### config.mk
export PLATFORM = sky130hd
export DESIGN_NAME = srrtc_top
export DESIGN_NICKNAME = d
export VERILOG_FILES = /design/src/include/srrtc_pkg.sv /design/src/core/srrtc_top.sv /design/src/core/srrtc_refresh_timer.sv
export SDC_FILE = /design/constraint.sdc
export NUM_CORES = 1
export LEC_CHECK = 0
export BUFFER_PORTS_ARGS = -buffer_cell sky130_fd_sc_hd__buf_2
export CAP_MARGIN = 15
export CORE_MARGIN = 10
export CORE_UTILIZATION = 62
export CTS_BUF_LIST = sky130_fd_sc_hd__clkbuf_2 sky130_fd_sc_hd__clkbuf_4 sky130_fd_sc_hd__clkbuf_8
export DETAILED_ROUTE_END_ITERATION = 10
export HOLD_SLACK_MARGIN = 0.03
export PLACE_DENSITY_LB_ADDON = 0.3
export SLEW_MARGIN = 20
export SYNTH_ARGS = -nofsm -noshare
export SYNTH_HDL_FRONTEND = slang
export SYNTH_SLANG_ARGS = --single-unit
### constraint.sdc
create_clock -name i_clk -period 9.4 [get_ports i_clk]
set_input_delay 1.41 -clock i_clk [delete_from_list [all_inputs] [get_ports i_clk]]
set_output_delay 1.41 -clock i_clk [all_outputs]
set_load 0.01 [all_outputs]
### src/include/srrtc_pkg.sv
// Shared constants, types and helpers of the SDRAM refresh and ROM turn-off controller
package srrtc_pkg;

  // ----------------------------------------------------------------
  // Register byte offsets
  // ----------------------------------------------------------------
  localparam logic [8:0]  REG_CFG_B_OFS    = 9'h0F4;
  localparam logic [8:0]  REG_TIMING_OFS   = 9'h0F8;
  localparam logic [8:0]  REG_STATUS_OFS   = 9'h0FC;

  // ----------------------------------------------------------------
  // memory_control_config_b fields
  // ----------------------------------------------------------------
  localparam int          TOFF_WAIT_MSB    = 31;
  localparam int          TOFF_WAIT_LSB    = 29;
  localparam int          INLINE_PAR_BIT   = 20;
  localparam int          INLINE_WR_BIT    = 19;
  localparam int          INLINE_RD_BIT    = 18;
  localparam int          LEGACY_ECC_BIT   = 17;
  localparam int          EDO_SEL_BIT      = 16;
  localparam int          REFRESH_INTERVAL_MSB       = 15;
  localparam int          REFRESH_INTERVAL_LSB       = 2;
  localparam int          READ_MODIFY_WRITE_PARITY_BIT      = 0;
  localparam logic [31:0] CFG_B_RESET      = 32'h0000_0000;
  localparam logic [31:0] CFG_B_WMASK      = 32'hE01F_FFFD;

  // ----------------------------------------------------------------
  // Timing register fields
  // ----------------------------------------------------------------
  localparam int          ROM_FIRST_ACCESS_LATENCY_MSB       = 4;
  localparam int          ROM_FIRST_ACCESS_LATENCY_LSB       = 0;
  localparam int          PRECHARGE_TO_ACTIVATE_DELAY_MSB     = 11;
  localparam int          PRECHARGE_TO_ACTIVATE_DELAY_LSB     = 8;
  localparam logic [31:0] TIMING_RESET     = 32'h0000_0000;
  localparam logic [31:0] TIMING_WMASK     = 32'h0000_0F1F;

  // ----------------------------------------------------------------
  // Status register fields
  // ----------------------------------------------------------------
  localparam int          STAT_DUE_BIT     = 0;
  localparam int          STAT_TOFF_BIT    = 1;
  localparam int          STAT_BUSY_BIT    = 2;
  localparam int          STAT_CNT_LSB     = 16;
  localparam int          STAT_CNT_MSB     = 29;

  // ----------------------------------------------------------------
  // Timing counts in memory clocks
  // ----------------------------------------------------------------
  localparam logic [3:0]  TOFF_MIN_CYC     = 4'h2;
  localparam logic [11:0] ROM8_LAT_ADD     = 12'h002;
  localparam logic [11:0] ROM8_BEATS       = 12'h008;
  localparam logic [11:0] ROM8_BEAT_ADD    = 12'h003;
  localparam logic [11:0] ROM8_BURST       = 12'h004;
  localparam logic [11:0] ROM8_TAIL        = 12'h005;
  localparam logic [1:0]  PRE_CNT_ONE_BANK = 2'h1;
  localparam logic [1:0]  PRE_CNT_TWO_BANK = 2'h3;

  // ----------------------------------------------------------------
  // Types
  // ----------------------------------------------------------------
  typedef enum logic [1:0] {CMD_NOP, CMD_PRECHARGE, CMD_REFRESH} srrtc_cmd_type;
  typedef enum logic [2:0] {ST_IDLE, ST_ACCESS, ST_PRECHARGE, ST_PRE_WAIT,
                            ST_REFRESH} srrtc_state_type;
  typedef enum logic [1:0] {SEL_NONE, SEL_CFG_B, SEL_TIMING, SEL_STATUS} srrtc_sel_type;

  typedef struct packed {
    logic [8:0]  address;
    logic        read;
    logic        write;
    logic [31:0] writedata;
    logic [3:0]  byteenable;
  } srrtc_avs_req_type;

  typedef struct packed {
    logic valid;   // Access waiting for a grant
    logic rom;     // ROM, Flash or Port X access
    logic burst8;  // Burst read from an 8-bit ROM
  } srrtc_acc_req_type;

  typedef struct packed {
    logic inline_parity_select;
    logic inline_write_check;
    logic inline_read_check;
    logic legacy_correction;
    logic extended_data_out_select;
    logic read_modify_write_parity;
  } srrtc_ecc_cfg_type;

  // Length of a burst read from an 8-bit ROM
  function automatic logic [11:0] rom_burst_cycles(input logic [4:0] fal);
    logic [11:0] f;
    f = {7'h00, fal};
    return ((f + ROM8_LAT_ADD) * ROM8_BEATS + ROM8_BEAT_ADD) * ROM8_BURST + ROM8_TAIL;
  endfunction

  // Bus release time after a ROM access; a zero field gives the minimum
  function automatic logic [3:0] turnoff_cycles(input logic [2:0] w);
    return (w == 3'h0) ? TOFF_MIN_CYC : TOFF_MIN_CYC + {1'b0, w} - 4'h1;
  endfunction

endpackage

### src/core/srrtc_top.sv
// SDRAM refresh sequencer and ROM turn-off timer with its register slave
// Functional notes
// - Issue CAS-before-RAS refresh every refresh_interval cycles, field bits 15:2.
// - On expiry send precharge first, then the refresh command.
// - A refresh due during an access waits until that access ends.
// - Close open pages first, two cycles per bank precharge.
// - Wait the precharge-to-activate delay before the refresh command.
// - Wait timer bits 31:29, reset 000, adds waits after ROM accesses.
// - At least two clocks bus release, plus n minus one from timer.
// - Turn-off delay after any ROM access blocks every following access.
// - 8-bit ROM burst read lasts ((fal+2)*8+3)*4+5 cycles, then turn-off.
`timescale 1ns/1ps
`default_nettype none

module srrtc_top
  import srrtc_pkg::*;
(
  input  wire logic               i_clk,             // Memory clock, 200 MHz
  input  wire logic               i_nrst,            // Async reset, active low
  input  wire srrtc_avs_req_type  i_avs,             // Avalon-MM request
  output logic [31:0]             o_avs_readdata,    // Avalon-MM read data
  output logic                    o_avs_waitrequest, // Avalon-MM wait
  input  wire srrtc_acc_req_type  i_acc_req,         // Memory access request
  input  wire logic               i_acc_done,        // Non-timed access finished
  input  wire logic [1:0]         i_open_pages,      // Open SDRAM pages
  output logic                    o_acc_grant,       // Access start, one cycle
  output logic                    o_acc_busy,        // Access in progress
  output logic                    o_rom_turnoff,     // Bus release delay running
  output srrtc_cmd_type           o_sdram_cmd,       // SDRAM command
  output logic                    o_refresh_due,     // Refresh pending
  output srrtc_ecc_cfg_type       o_ecc_cfg          // ECC mode bits
);

  // ----------------------------------------------------------------
  // Reset release
  // ----------------------------------------------------------------
  logic rst_meta_r;
  logic rst_n_r;

  // Assert at once, release two edges later
  always_ff @(posedge i_clk or negedge i_nrst) begin
    if (!i_nrst) begin
      rst_meta_r <= 1'b0;
      rst_n_r    <= 1'b0;
    end else begin
      rst_meta_r <= 1'b1;
      rst_n_r    <= rst_meta_r;
    end
  end

  // ----------------------------------------------------------------
  // Register slave
  // ----------------------------------------------------------------
  logic [31:0]     cfg_b_r;
  logic [31:0]     timing_r;
  logic            wait_r;
  logic [31:0]     status_word;
  logic [31:0]     read_word;
  logic [13:0]     refresh_count;
  srrtc_state_type state_r;
  logic [3:0]      toff_r;
  logic            busy_r;

  function automatic srrtc_sel_type reg_sel(input logic [8:0] a);
    if (a == REG_CFG_B_OFS)  return SEL_CFG_B;
    if (a == REG_TIMING_OFS) return SEL_TIMING;
    if (a == REG_STATUS_OFS) return SEL_STATUS;
    return SEL_NONE;
  endfunction

  // Byte-lane merge restricted to writable bits
  function automatic logic [31:0] merge(input logic [31:0] old, input logic [31:0] wd,
                                        input logic [3:0] be, input logic [31:0] mask);
    logic [31:0] res;
    res = old;
    for (int i = 0; i < 4; i++) begin
      if (be[i]) begin
        res[i*8 +: 8] = (wd[i*8 +: 8] & mask[i*8 +: 8]) | (old[i*8 +: 8] & ~mask[i*8 +: 8]);
      end
    end
    return res;
  endfunction

  // One wait state per access keeps read data a registered copy
  always_ff @(posedge i_clk or negedge rst_n_r) begin
    if (!rst_n_r) begin
      wait_r <= 1'b1;
    end else begin
      wait_r <= !((i_avs.read || i_avs.write) && wait_r);
    end
  end

  // Status view of the block's own state
  always_comb begin
    status_word                               = '0;
    status_word[STAT_DUE_BIT]                 = o_refresh_due;
    status_word[STAT_TOFF_BIT]                = o_rom_turnoff;
    status_word[STAT_BUSY_BIT]                = busy_r;
    status_word[STAT_CNT_MSB:STAT_CNT_LSB]    = refresh_count;
  end

  // Read mux; reserved bits are never stored, so they read zero
  always_comb begin
    unique case (reg_sel(i_avs.address))
      SEL_CFG_B:  read_word = cfg_b_r;
      SEL_TIMING: read_word = timing_r;
      SEL_STATUS: read_word = status_word;
      SEL_NONE:   read_word = '0;
    endcase
  end

  // Read data captured as wait drops
  always_ff @(posedge i_clk or negedge rst_n_r) begin
    if (!rst_n_r) begin
      o_avs_readdata <= '0;
    end else if (i_avs.read && wait_r) begin
      o_avs_readdata <= read_word;
    end
  end

  // Writes land at the edge where wait is sampled low
  always_ff @(posedge i_clk or negedge rst_n_r) begin
    if (!rst_n_r) begin
      cfg_b_r  <= CFG_B_RESET;
      timing_r <= TIMING_RESET;
    end else if (i_avs.write && !wait_r) begin
      if (reg_sel(i_avs.address) == SEL_CFG_B) begin
        cfg_b_r <= merge(cfg_b_r, i_avs.writedata, i_avs.byteenable, CFG_B_WMASK);
      end
      if (reg_sel(i_avs.address) == SEL_TIMING) begin
        timing_r <= merge(timing_r, i_avs.writedata, i_avs.byteenable, TIMING_WMASK);
      end
    end
  end

  assign o_avs_waitrequest = wait_r;

  // ECC mode bits straight from the register; software sets them for ECC use
  // One assignment drives the whole struct, so the output has a single driver
  assign o_ecc_cfg = '{
    inline_parity_select:     cfg_b_r[INLINE_PAR_BIT],
    inline_write_check:       cfg_b_r[INLINE_WR_BIT],
    inline_read_check:        cfg_b_r[INLINE_RD_BIT],
    legacy_correction:        cfg_b_r[LEGACY_ECC_BIT],
    extended_data_out_select: cfg_b_r[EDO_SEL_BIT],
    read_modify_write_parity: cfg_b_r[READ_MODIFY_WRITE_PARITY_BIT]
  };

  // ----------------------------------------------------------------
  // Refresh interval timer
  // ----------------------------------------------------------------
  logic refresh_issue;

  assign refresh_issue = (state_r == ST_REFRESH);

  srrtc_refresh_timer u_refresh_timer (
    .i_clk      (i_clk),
    .i_rst_n    (rst_n_r),
    .i_interval (cfg_b_r[REFRESH_INTERVAL_MSB:REFRESH_INTERVAL_LSB]),
    .i_reload   (refresh_issue),
    .o_due      (o_refresh_due),
    .o_count    (refresh_count)
  );

  // ----------------------------------------------------------------
  // Access and refresh sequencer
  // ----------------------------------------------------------------
  logic [11:0] cnt_r;
  logic        burst_r;
  logic        cur_rom_r;
  logic        go_refresh;
  logic        go_access;
  logic        access_done;
  logic [3:0]  precharge_to_activate_delay;
  logic [3:0]  toff_nxt;

  assign precharge_to_activate_delay    = timing_r[PRECHARGE_TO_ACTIVATE_DELAY_MSB:PRECHARGE_TO_ACTIVATE_DELAY_LSB];
  // Refresh outranks a new access, but never cuts into one or into turn-off
  assign go_refresh  = (state_r == ST_IDLE) && o_refresh_due && (toff_r == 4'h0);
  assign go_access   = (state_r == ST_IDLE) && !o_refresh_due && (toff_r == 4'h0)
                       && i_acc_req.valid;
  assign access_done = (state_r == ST_ACCESS)
                       && (burst_r ? (cnt_r == 12'h000) : i_acc_done);

  // Main sequence: precharge banks, wait, refresh; or run one access
  always_ff @(posedge i_clk or negedge rst_n_r) begin
    if (!rst_n_r) begin
      state_r     <= ST_IDLE;
      cnt_r       <= '0;
      burst_r     <= 1'b0;
      cur_rom_r   <= 1'b0;
      o_sdram_cmd <= CMD_NOP;
      o_acc_grant <= 1'b0;
    end else begin
      o_acc_grant <= 1'b0;
      o_sdram_cmd <= CMD_NOP;
      unique case (state_r)
        ST_IDLE: begin
          if (go_refresh) begin
            state_r     <= ST_PRECHARGE;
            o_sdram_cmd <= CMD_PRECHARGE;
            // Always at least one precharge; two open pages cost four cycles
            cnt_r <= {10'h000, (i_open_pages[1] ? PRE_CNT_TWO_BANK : PRE_CNT_ONE_BANK)};
          end else if (go_access) begin
            state_r     <= ST_ACCESS;
            o_acc_grant <= 1'b1;
            burst_r     <= i_acc_req.burst8;
            cur_rom_r   <= i_acc_req.rom;
            cnt_r <= rom_burst_cycles(timing_r[ROM_FIRST_ACCESS_LATENCY_MSB:ROM_FIRST_ACCESS_LATENCY_LSB]) - 12'h001;
          end
        end
        ST_ACCESS: begin
          if (access_done) begin
            state_r <= ST_IDLE;
          end else if (burst_r) begin
            cnt_r <= cnt_r - 12'h001;
          end
        end
        ST_PRECHARGE: begin
          if (cnt_r == 12'h000) begin
            state_r <= ST_PRE_WAIT;
            cnt_r   <= {8'h00, precharge_to_activate_delay};
          end else begin
            cnt_r <= cnt_r - 12'h001;
            // Second bank's precharge opens its own two-cycle slot
            if (cnt_r == 12'h002) begin
              o_sdram_cmd <= CMD_PRECHARGE;
            end
          end
        end
        ST_PRE_WAIT: begin
          if (cnt_r <= 12'h001) begin
            state_r     <= ST_REFRESH;
            o_sdram_cmd <= CMD_REFRESH;
          end else begin
            cnt_r <= cnt_r - 12'h001;
          end
        end
        ST_REFRESH: begin
          state_r <= ST_IDLE;
        end
      endcase
    end
  end

  // Busy flag mirrors the access window
  always_ff @(posedge i_clk or negedge rst_n_r) begin
    if (!rst_n_r) begin
      busy_r <= 1'b0;
    end else if (go_access) begin
      busy_r <= 1'b1;
    end else if (access_done) begin
      busy_r <= 1'b0;
    end
  end

  assign o_acc_busy = busy_r;

  // ----------------------------------------------------------------
  // ROM turn-off timer
  // ----------------------------------------------------------------
  // Loaded at the end of every ROM access, counted down while idle
  always_comb begin
    if (access_done && cur_rom_r) begin
      toff_nxt = turnoff_cycles(cfg_b_r[TOFF_WAIT_MSB:TOFF_WAIT_LSB]);
    end else if (toff_r != 4'h0) begin
      toff_nxt = toff_r - 4'h1;
    end else begin
      toff_nxt = 4'h0;
    end
  end

  always_ff @(posedge i_clk or negedge rst_n_r) begin
    if (!rst_n_r) begin
      toff_r        <= 4'h0;
      o_rom_turnoff <= 1'b0;
    end else begin
      toff_r        <= toff_nxt;
      o_rom_turnoff <= (toff_nxt != 4'h0);
    end
  end

  // ----------------------------------------------------------------
  // Checks
  // ----------------------------------------------------------------
  logic        saw_pre_r;
  logic [4:0]  pw_cnt_r;
  logic [11:0] acc_len_r;

  // Helpers: precharge seen, cycles in delay wait, cycles in access
  always_ff @(posedge i_clk or negedge rst_n_r) begin
    if (!rst_n_r) begin
      saw_pre_r <= 1'b0;
      pw_cnt_r  <= '0;
      acc_len_r <= '0;
    end else begin
      saw_pre_r <= (o_sdram_cmd == CMD_PRECHARGE) || (saw_pre_r && o_sdram_cmd != CMD_REFRESH);
      pw_cnt_r  <= (state_r == ST_PRE_WAIT) ? pw_cnt_r + 5'h01 : 5'h00;
      acc_len_r <= (state_r == ST_ACCESS) ? acc_len_r + 12'h001 : 12'h000;
    end
  end

  property p_pre_before_ref;
    @(posedge i_clk) disable iff (!rst_n_r)
    (o_sdram_cmd == CMD_REFRESH) |-> saw_pre_r;
  endproperty
  a_pre_before_ref: assert property (p_pre_before_ref)
    else $error("refresh issued without a preceding precharge");

  property p_refresh_waits;
    @(posedge i_clk) disable iff (!rst_n_r)
    (state_r == ST_ACCESS && !access_done) |=> (state_r == ST_ACCESS)
      && (o_sdram_cmd == CMD_NOP);
  endproperty
  a_refresh_waits: assert property (p_refresh_waits)
    else $error("access cut short");

  property p_two_bank_pre;
    @(posedge i_clk) disable iff (!rst_n_r)
    (go_refresh && i_open_pages[1])
      |=> (o_sdram_cmd == CMD_PRECHARGE) ##2 (o_sdram_cmd == CMD_PRECHARGE)
          ##2 (state_r == ST_PRE_WAIT);
  endproperty
  a_two_bank_pre: assert property (p_two_bank_pre)
    else $error("two-page precharge not spread over four cycles");

  property p_precharge_to_activate_delay;
    @(posedge i_clk) disable iff (!rst_n_r)
    (o_sdram_cmd == CMD_REFRESH) |-> ({1'b0, precharge_to_activate_delay} <= pw_cnt_r) && $past(state_r == ST_PRE_WAIT);
  endproperty
  a_precharge_to_activate_delay: assert property (p_precharge_to_activate_delay)
    else $error("refresh before precharge-to-activate delay");

  property p_turnoff_len;
    @(posedge i_clk) disable iff (!rst_n_r)
    (access_done && cur_rom_r && cfg_b_r[TOFF_WAIT_MSB:TOFF_WAIT_LSB] == 3'h0)
      |=> o_rom_turnoff [*2] ##1 !o_rom_turnoff;
  endproperty
  a_turnoff_len: assert property (p_turnoff_len)
    else $error("minimum bus release not two clocks");

  property p_turnoff_timer;
    @(posedge i_clk) disable iff (!rst_n_r)
    (access_done && cur_rom_r)
      |=> (toff_r == TOFF_MIN_CYC + {1'b0, $past(cfg_b_r[TOFF_WAIT_MSB:TOFF_WAIT_LSB])} - 4'h1)
          || ($past(cfg_b_r[TOFF_WAIT_MSB:TOFF_WAIT_LSB]) == 3'h0);
  endproperty
  a_turnoff_timer: assert property (p_turnoff_timer)
    else $error("turn-off timer loaded with wrong count");

  property p_no_grant_in_turnoff;
    @(posedge i_clk) disable iff (!rst_n_r)
    o_rom_turnoff |=> !o_acc_grant && (o_sdram_cmd != CMD_PRECHARGE);
  endproperty
  a_no_grant_in_turnoff: assert property (p_no_grant_in_turnoff)
    else $error("access started during ROM turn-off");

  property p_burst_len;
    @(posedge i_clk) disable iff (!rst_n_r)
    (access_done && burst_r)
      |-> (acc_len_r == rom_burst_cycles(timing_r[ROM_FIRST_ACCESS_LATENCY_MSB:ROM_FIRST_ACCESS_LATENCY_LSB]) - 12'h001);
  endproperty
  a_burst_len: assert property (p_burst_len)
    else $error("8-bit ROM burst has wrong length");

endmodule

`default_nettype wire

### src/core/srrtc_refresh_timer.sv
// Refresh interval down-counter with sticky due flag
`timescale 1ns/1ps
`default_nettype none

module srrtc_refresh_timer
  import srrtc_pkg::*;
(
  input  wire logic        i_clk,       // Memory clock
  input  wire logic        i_rst_n,     // Synchronised reset, active low
  input  wire logic [13:0] i_interval,  // Programmed refresh interval
  input  wire logic        i_reload,    // Refresh command issued
  output logic             o_due,       // Refresh falls due
  output logic [13:0]      o_count      // Cycles left in interval
);

  // ----------------------------------------------------------------
  // Interval counter
  // ----------------------------------------------------------------
  // Reload on each refresh, then count down and park at zero
  always_ff @(posedge i_clk or negedge i_rst_n) begin
    if (!i_rst_n) begin
      o_count <= '0;
    end else if (i_reload) begin
      o_count <= i_interval;
    end else if (o_count != 14'h0000) begin
      o_count <= o_count - 14'h0001;
    end
  end

  // Due flag: set while the count sits at zero, cleared by the refresh that reloads it
  always_ff @(posedge i_clk or negedge i_rst_n) begin
    if (!i_rst_n) begin
      o_due <= 1'b0;
    end else if (o_count == 14'h0000 && !i_reload) begin
      o_due <= 1'b1;
    end else if (i_reload) begin
      o_due <= 1'b0;
    end
  end

  // ----------------------------------------------------------------
  // Checks
  // ----------------------------------------------------------------
  property p_due_on_expiry;
    @(posedge i_clk) disable iff (!i_rst_n)
    (o_count == 14'h0000 && !i_reload) |=> o_due;
  endproperty
  a_due_on_expiry: assert property (p_due_on_expiry)
    else $error("refresh not due after interval expired");

  property p_reload;
    @(posedge i_clk) disable iff (!i_rst_n)
    i_reload |=> (o_count == $past(i_interval)) && !o_due;
  endproperty
  a_reload: assert property (p_reload)
    else $error("refresh counter not reloaded after refresh");

endmodule

`default_nettype wire

=== Word-level counts from Yosys, hierarchy flattened ===
Cells that the tools add are included.

* Bits in registers: 124
* Bits of input ports: 55
* Output and inout bits: 45
* Word-level logic and storage cells: 150

* Add/sub/neg operators: 9
* Magnitude comparators: 1
* Equality and inequality tests: 20
* Mux-type cells: 55
* Bitwise logic cells: 6
* Reductions and logical operators: 38

{| class="wikitable"
|+ Operators by type and width
! operator !! count
|-
| $pmux W32 S4 || 1
|-
| $mux W12 || 6
|-
| $pmux W12 S4 || 1
|-
| $mux W14 || 2
|-
| $eq A9 B8 Y1 const B || 3
|-
| $mux W2 || 12
|-
| $sub A12 B1 Y12 const B || 2
|-
| $mux W1 || 23
|-
| $reduce_and A3 Y1 || 7
|-
| $or A5 B8 Y8 || 2
|-
| $mux W3 || 5
|-
| $pmux W3 S5 || 1
|-
| $logic_not A14 Y1 || 1
|-
| $reduce_bool A14 Y1 || 1
|-
| $sub A14 B1 Y14 const B || 1
|-
| $add A12 B3 Y12 const B || 1
|-
| $eq A12 B2 Y1 const B || 1
|-
| $le A12 B1 Y1 const B || 1
|-
| $logic_not A12 Y1 || 1
|-
| $mux W4 || 3
|-
| $ne A2 B2 Y1 const B || 6
|-
| $reduce_bool A4 Y1 || 3
|-
| $logic_and A1 B1 Y1 || 11
|-
| $add A9 B2 Y10 const B || 1
|-
| other kinds (22) || 33
|}

=== Logic depth before layout (Yosys ltp) ===
* Word-level depth: 14
* Mapped depth: 8
* Mapped depth without buffers: 7

=== By module ===
Synthesis repeated with hierarchy kept, for this count alone.

* Cells, all modules: 513
* Area total of the unflattened synthesis: 5474.0 µm²

{| class="wikitable"
|+ By module, submodules not included
! module !! instances !! cells each !! area each (µm²) !! seq. area each (µm²)
|-
| srrtc_top || 1 || 418 || 4575.6 || 2328.5
|-
| srrtc_refresh_timer || 1 || 95 || 898.4 || 375.4
|}

=== Worst setup path before layout ===
No wires, ideal clock.

* Path kind: input to register
* Start point: input i_avs[39] (netlist bit)
* End point: register timing_r[0]
* Library setup time: 0.125 ns
* Arrival time: 3.354 ns
* Data required time: 9.275 ns
* Slack: 5.921 ns
* Stages: 4
* Path buffers: 0
* Cells stage by stage: or4b_2 or4b_2 nor2_1 mux2_2

* Word-level cells in the longest chain between the ends: 11
* Elaborated cells between the ends (all ways): 20
* Classes of those cells: eq/ne: 4; mux: 15; reduce/logical: 1

{| class="wikitable"
|+ RTL lines
! item !! line !! RTL
|-
| start: declaration || srrtc_top.sv:20 || <nowiki>input wire srrtc_avs_req_type i_avs,</nowiki>
|-
| $eq A9 B8 Y1 || srrtc_top.sv:67 || <nowiki>if (a == REG_STATUS_OFS) return SEL_STATUS;</nowiki>
|-
| $mux W1 (2 in a row) || srrtc_top.sv:67 ||
|-
| $mux W1 || srrtc_top.sv:66 || <nowiki>if (a == REG_TIMING_OFS) return SEL_TIMING;</nowiki>
|-
| $mux W1 || srrtc_top.sv:126 || <nowiki>end else if (i_avs.write && !wait_r) begin</nowiki>
|-
| $mux W2 || srrtc_top.sv:68 || <nowiki>return SEL_NONE;</nowiki>
|-
| $mux W2 || srrtc_top.sv:67 ||
|-
| $mux W2 * || srrtc_top.sv:66 ||
|-
| $mux W2 * || srrtc_top.sv:126 ||
|-
| $eq A2 B2 Y1 * || srrtc_top.sv:130 || <nowiki>if (reg_sel(i_avs.address) == SEL_TIMING) begin</nowiki>
|-
| $reduce_and A3 Y1 (no source line) * || -- ||
|-
| end signal: assignment || srrtc_top.sv:131 || <nowiki>timing_r <= merge(timing_r, i_avs.writedata, i_avs.byteenable, TIMING_WMASK);</nowiki>
|-
| end: declaration || srrtc_top.sv:55 || <nowiki>logic [31:0] timing_r;</nowiki>
|}

Every way passes the cells marked *; elsewhere a longest branch is shown, timed or not. The select of a mux whose other input is x is not followed.
A chain may end at the register's enable or synchronous reset.

=== Final worst setup path ===
* Start point: input i_avs[39] (netlist bit)
* End point: register cfg_b_r[0]

* Word-level cells in the longest chain between the ends: 11
* Elaborated cells between the ends (all ways): 20
* Classes of those cells: eq/ne: 4; mux: 15; reduce/logical: 1

{| class="wikitable"
|+ RTL lines
! item !! line !! RTL
|-
| $eq A9 B8 Y1 || srrtc_top.sv:67 ||
|-
| $mux W1 (2 in a row) || srrtc_top.sv:67 ||
|-
| $mux W1 || srrtc_top.sv:66 ||
|-
| $mux W1 || srrtc_top.sv:126 ||
|-
| $mux W2 || srrtc_top.sv:68 ||
|-
| $mux W2 || srrtc_top.sv:67 ||
|-
| $mux W2 * || srrtc_top.sv:66 ||
|-
| $mux W2 * || srrtc_top.sv:126 ||
|-
| $eq A2 B1 Y1 * || srrtc_top.sv:127 || <nowiki>if (reg_sel(i_avs.address) == SEL_CFG_B) begin</nowiki>
|-
| $reduce_and A3 Y1 (no source line) * || -- ||
|-
| end signal: assignment || srrtc_top.sv:128 || <nowiki>cfg_b_r <= merge(cfg_b_r, i_avs.writedata, i_avs.byteenable, CFG_B_WMASK);</nowiki>
|-
| end: declaration || srrtc_top.sv:54 || <nowiki>logic [31:0] cfg_b_r;</nowiki>
|}

Marked as above.

==> reports/qor.csv <==
stage;metric;value;unit
clock_network;cts repair resizes;0;
drt;DR WL/cell;18.4;um
power_and_ir_drop;Net Sw Power;523;uW
logic_synthesis;Top FF cell, synth;dfrtp_1;
power_and_ir_drop;PD cells;227;nW/um2
drt;Antenna Nets Post-Route;0;
logic_synthesis;asr flop ratio synth;100;%
finish;most common cell after layout, fill and taps aside;dfrtp_1;
drt;DR iter-0 viols;385;
sta;fin. max-slew vios;0;
clock_network;H-tree depth;3;
sta;final worst path period share;36.2;%
finish;area grow syn2layout;12.3;%
setup_path;CP peak stage delay;0.69;ns
clock_network;clock-pin slew on the worst setup and hold paths;0.11;ns
job;max-cap viol count;0;
status;status;completed;
die;core area;8300;um2
clock_network;CTS max path bufs;2;
clock_network;CTS tree;yes;
sta;TNS Setup;0;ns
setup_path;RR Startpoint;cnt_r[7]$_DFFE_PN0P_;
power_and_ir_drop;Seq pwr share;46.8;%
sta;final setup vio count;0;
setup_path;CP arrival;3.67;ns
placement;RePlAce Congestion;0.862;
sta;Final min period;3.40;ns
logic_synthesis;top post-synthesis cells by area;dfrtp_1 (50%), mux2_2 (7.4%), nand2_1 (4.3%);
drt;vias;4235;
sta;RSZ-0062 raised after global routing;false;
clock_network;Post-CTS Setup Repair Bufs;0;
global_route;largest net degree at the start of global routing;63;
placement;post-DP HPWL;9560;um
global_route;initial antenna violation count;0;
power_and_ir_drop;Clk network pwr share;19.7;%
die;Initial Util;64.1;%
finish;most frequent cells in the layout;dfrtp_1 (106), buf_2 (90), nand2_1 (61), mux2_2 (35), o21ai_0 (34);
die;Die Wd;113;um
logic_synthesis;Yosys cell types;61;
sta;Relative slew margins;39.5;%
setup_path;Crit Path Class;primary input to flop;
setup_path;startpoint types;primary input;
global_route;grt ovf;0;
logic_synthesis;syn nets;569;
clock_network;Root Driver;clkbuf_8;
logic_synthesis;Gate Count Post-Synth;505;
sta;Final Hold Viols;0;
logic_synthesis;number of synthesis warnings;0;
drt;Via density;6.12;
finish;# nets final;645;
die;Ports;100;
logic_synthesis;register area share after synthesis;50.8;%
power_and_ir_drop;switching portion of total power;38.6;%
finish;share of post-route cells with drive strength above 1;27.8;%
placement;worst slack, placed;5.63;ns
global_route;GRT Overall Usage;20.2;%
clock_network;Post-CTS Hold Buffers;0;
power_and_ir_drop;Combinational Power Share;33.5;%
global_route;global-route wire length before repair;21400;um
min_path;HP Class;flop to async pin;
setup_path;worst path required time;9.66;ns
sta;final setup margin;6.00;ns
power_and_ir_drop;Leakage;2.88;nW
logic_synthesis;Yosys reg bits;108;
drt;drt drc;0;
placement;PortBufs;90;
sta;skew final;0.00942;ns
logic_synthesis;synthesized area per cell;10.5;um2
clock_network;TritonCTS Sinks;108;
die;die area;12700;um2
clock_network;total CTS buffers;9;
setup_path;worst-path cell chain;buf_2 > or4b_2 > or3_1 > nor2_1 > mux2_2;
logic_synthesis;Syn Std Cell Area;5320;um2
setup_path;Setup crit end kind;flop;
setup_path;Critical Path Fanout Max;7;
clock_network;Skew-Pair Late Insertion Delay;0.38;ns
die;Die Ht;113;um
setup_path;Worst Setup SP;i_avs[39];
power_and_ir_drop;Max IR drop VDD;148;uV
logic_synthesis;Synth top area share;50.3;%
global_route;number of global-route vias before repair;4218;
sta;Max Clock Freq;0.294;GHz
logic_synthesis;number of flops mapped to enable cells by yosys;0;
sta;Least-Margin Pin Slew;0.900;ns
power_and_ir_drop;Int Pwr;833;uW
setup_path;CP max-delay cell;or4b_2;
die;Rows;33;
drt;Routed WL;12700;um
drt;DR pass1 iterations;5;
logic_synthesis;area leader, netlist;dfrtp_1;
==> synthesized netlist by cell type, drive strengths merged (4+ instances only) <==
cell    count
nor3       14
nor3b       4
o21ai      35
nand4       4
or3         4
dfrtp     107
xor2        6
or4         5
a22o       15
inv        15
nand3      15
nor4        9
a22oi       8
o211ai     11
nor2b       9
nor2       21
o31ai      14
a21oi      16
xnor2       6
and2        4
clkbuf     19
mux2       36
ha          9
mux2i       9
o22ai       4
nand2      61
buf        11
==> per-layer routing <==
metal | part of all wire [%] | global-route usage [%]
met4 | 1.2 | 4.15
met5 | 0 | 0
met2 | 47 | 31.7
met1 | 43 | 26.5
met3 | 8.7 | 6.76
==> critical path: cells and delay by family <==
kind          cells  cell delay [ns]
buf+inv           1             0.10
simple gates      3             1.73
mux               1             0.42
==> cell type report <==
type / instances / area [um2]
sequential: 108 / 2710
multi-input combinational: 352 / 2410
fill: 596 / 2320
timing repair buffer: 95 / 488
tap: 105 / 131
clock buffer: 9 / 124
clock inverter: 7 / 60.1
inverter: 15 / 56.3
antenna: 1 / 2.50
==> logic make-up (layout without fill, tap and decap cells) <==
| kind of cell | count (synthesis) | in the layout | synth area share [%] |
|---|---|---|---|
| compound gates | 121 | 121 | 15.7 |
| xor+xnor | 12 | 12 | 1.97 |
| fa+ha+maj | 9 | 9 | 2.12 |
| buf+inv | 45 | 126 | 4.04 |
| flops | 108 | 108 | 50.8 |
| mux | 45 | 45 | 9.38 |
| other cells | 1 | 2 | 0.0705 |
| simple gates | 164 | 164 | 15.9 |
==> per-stage QoR <==
step                      utilization, %  hold WS, ns  cell area, um2  std cells  power (mW)
after floorplan                        -        0.331            5320        505       0.984
after global placement              69.7        0.336            5790        675        1.07
after detailed placement            69.7        0.343            5790        675        1.09
after CTS                           71.9        0.357            5970        691        1.36
after global routing                72.0        0.384            5980        691        1.45
final                               72.0        0.335            5980        692        1.36
==> power by group through the flow <==
| stage | sequential, mW | combinational [mW] | clock (mW) |
|---|---|---|---|
| after detailed placement | 0.640 | 0.449 | 0 |
| after CTS | 0.632 | 0.450 | 0.274 |
| after global routing | 0.648 | 0.508 | 0.292 |
| final | 0.635 | 0.454 | 0.267 |
| after global placement | 0.635 | 0.430 | 0 |
| after floorplan | 0.610 | 0.374 | 0 |
==> sequential cells by signal, indices dropped and copies added, names as in the netlist, 2 cells and up <==
register / count
o_avs_readdata: 32
u_refresh_timer.o_count: 14
cfg_b_r: 23
o_sdram_cmd: 2
toff_r: 4
timing_r: 9
state_r: 3
cnt_r: 12
==> path summary, 6_finish.rpt <==
| kind | end | slack (ns) | cells after the start |
|---|---|---|---|
| max in group asynchronous | cfg_b_r[30]$_DFFE_PN0P_ | 7.89 | 1 |
| min reg2reg | o_avs_readdata[12]$_DFFE_PN0P_ | 0.33 | 0 |
| min in group i_clk | rst_n_r$_DFF_PN0_ | 0.37 | 0 |
| min | o_avs_readdata[12]$_DFFE_PN0P_ | 0.33 | 0 |
| max | cfg_b_r[0]$_DFFE_PN0P_ | 6.00 | 5 |
| max reg2reg | cnt_r[1]$_DFFE_PN0P_ | 6.66 | 5 |
(Power assumes the default switching activity.)
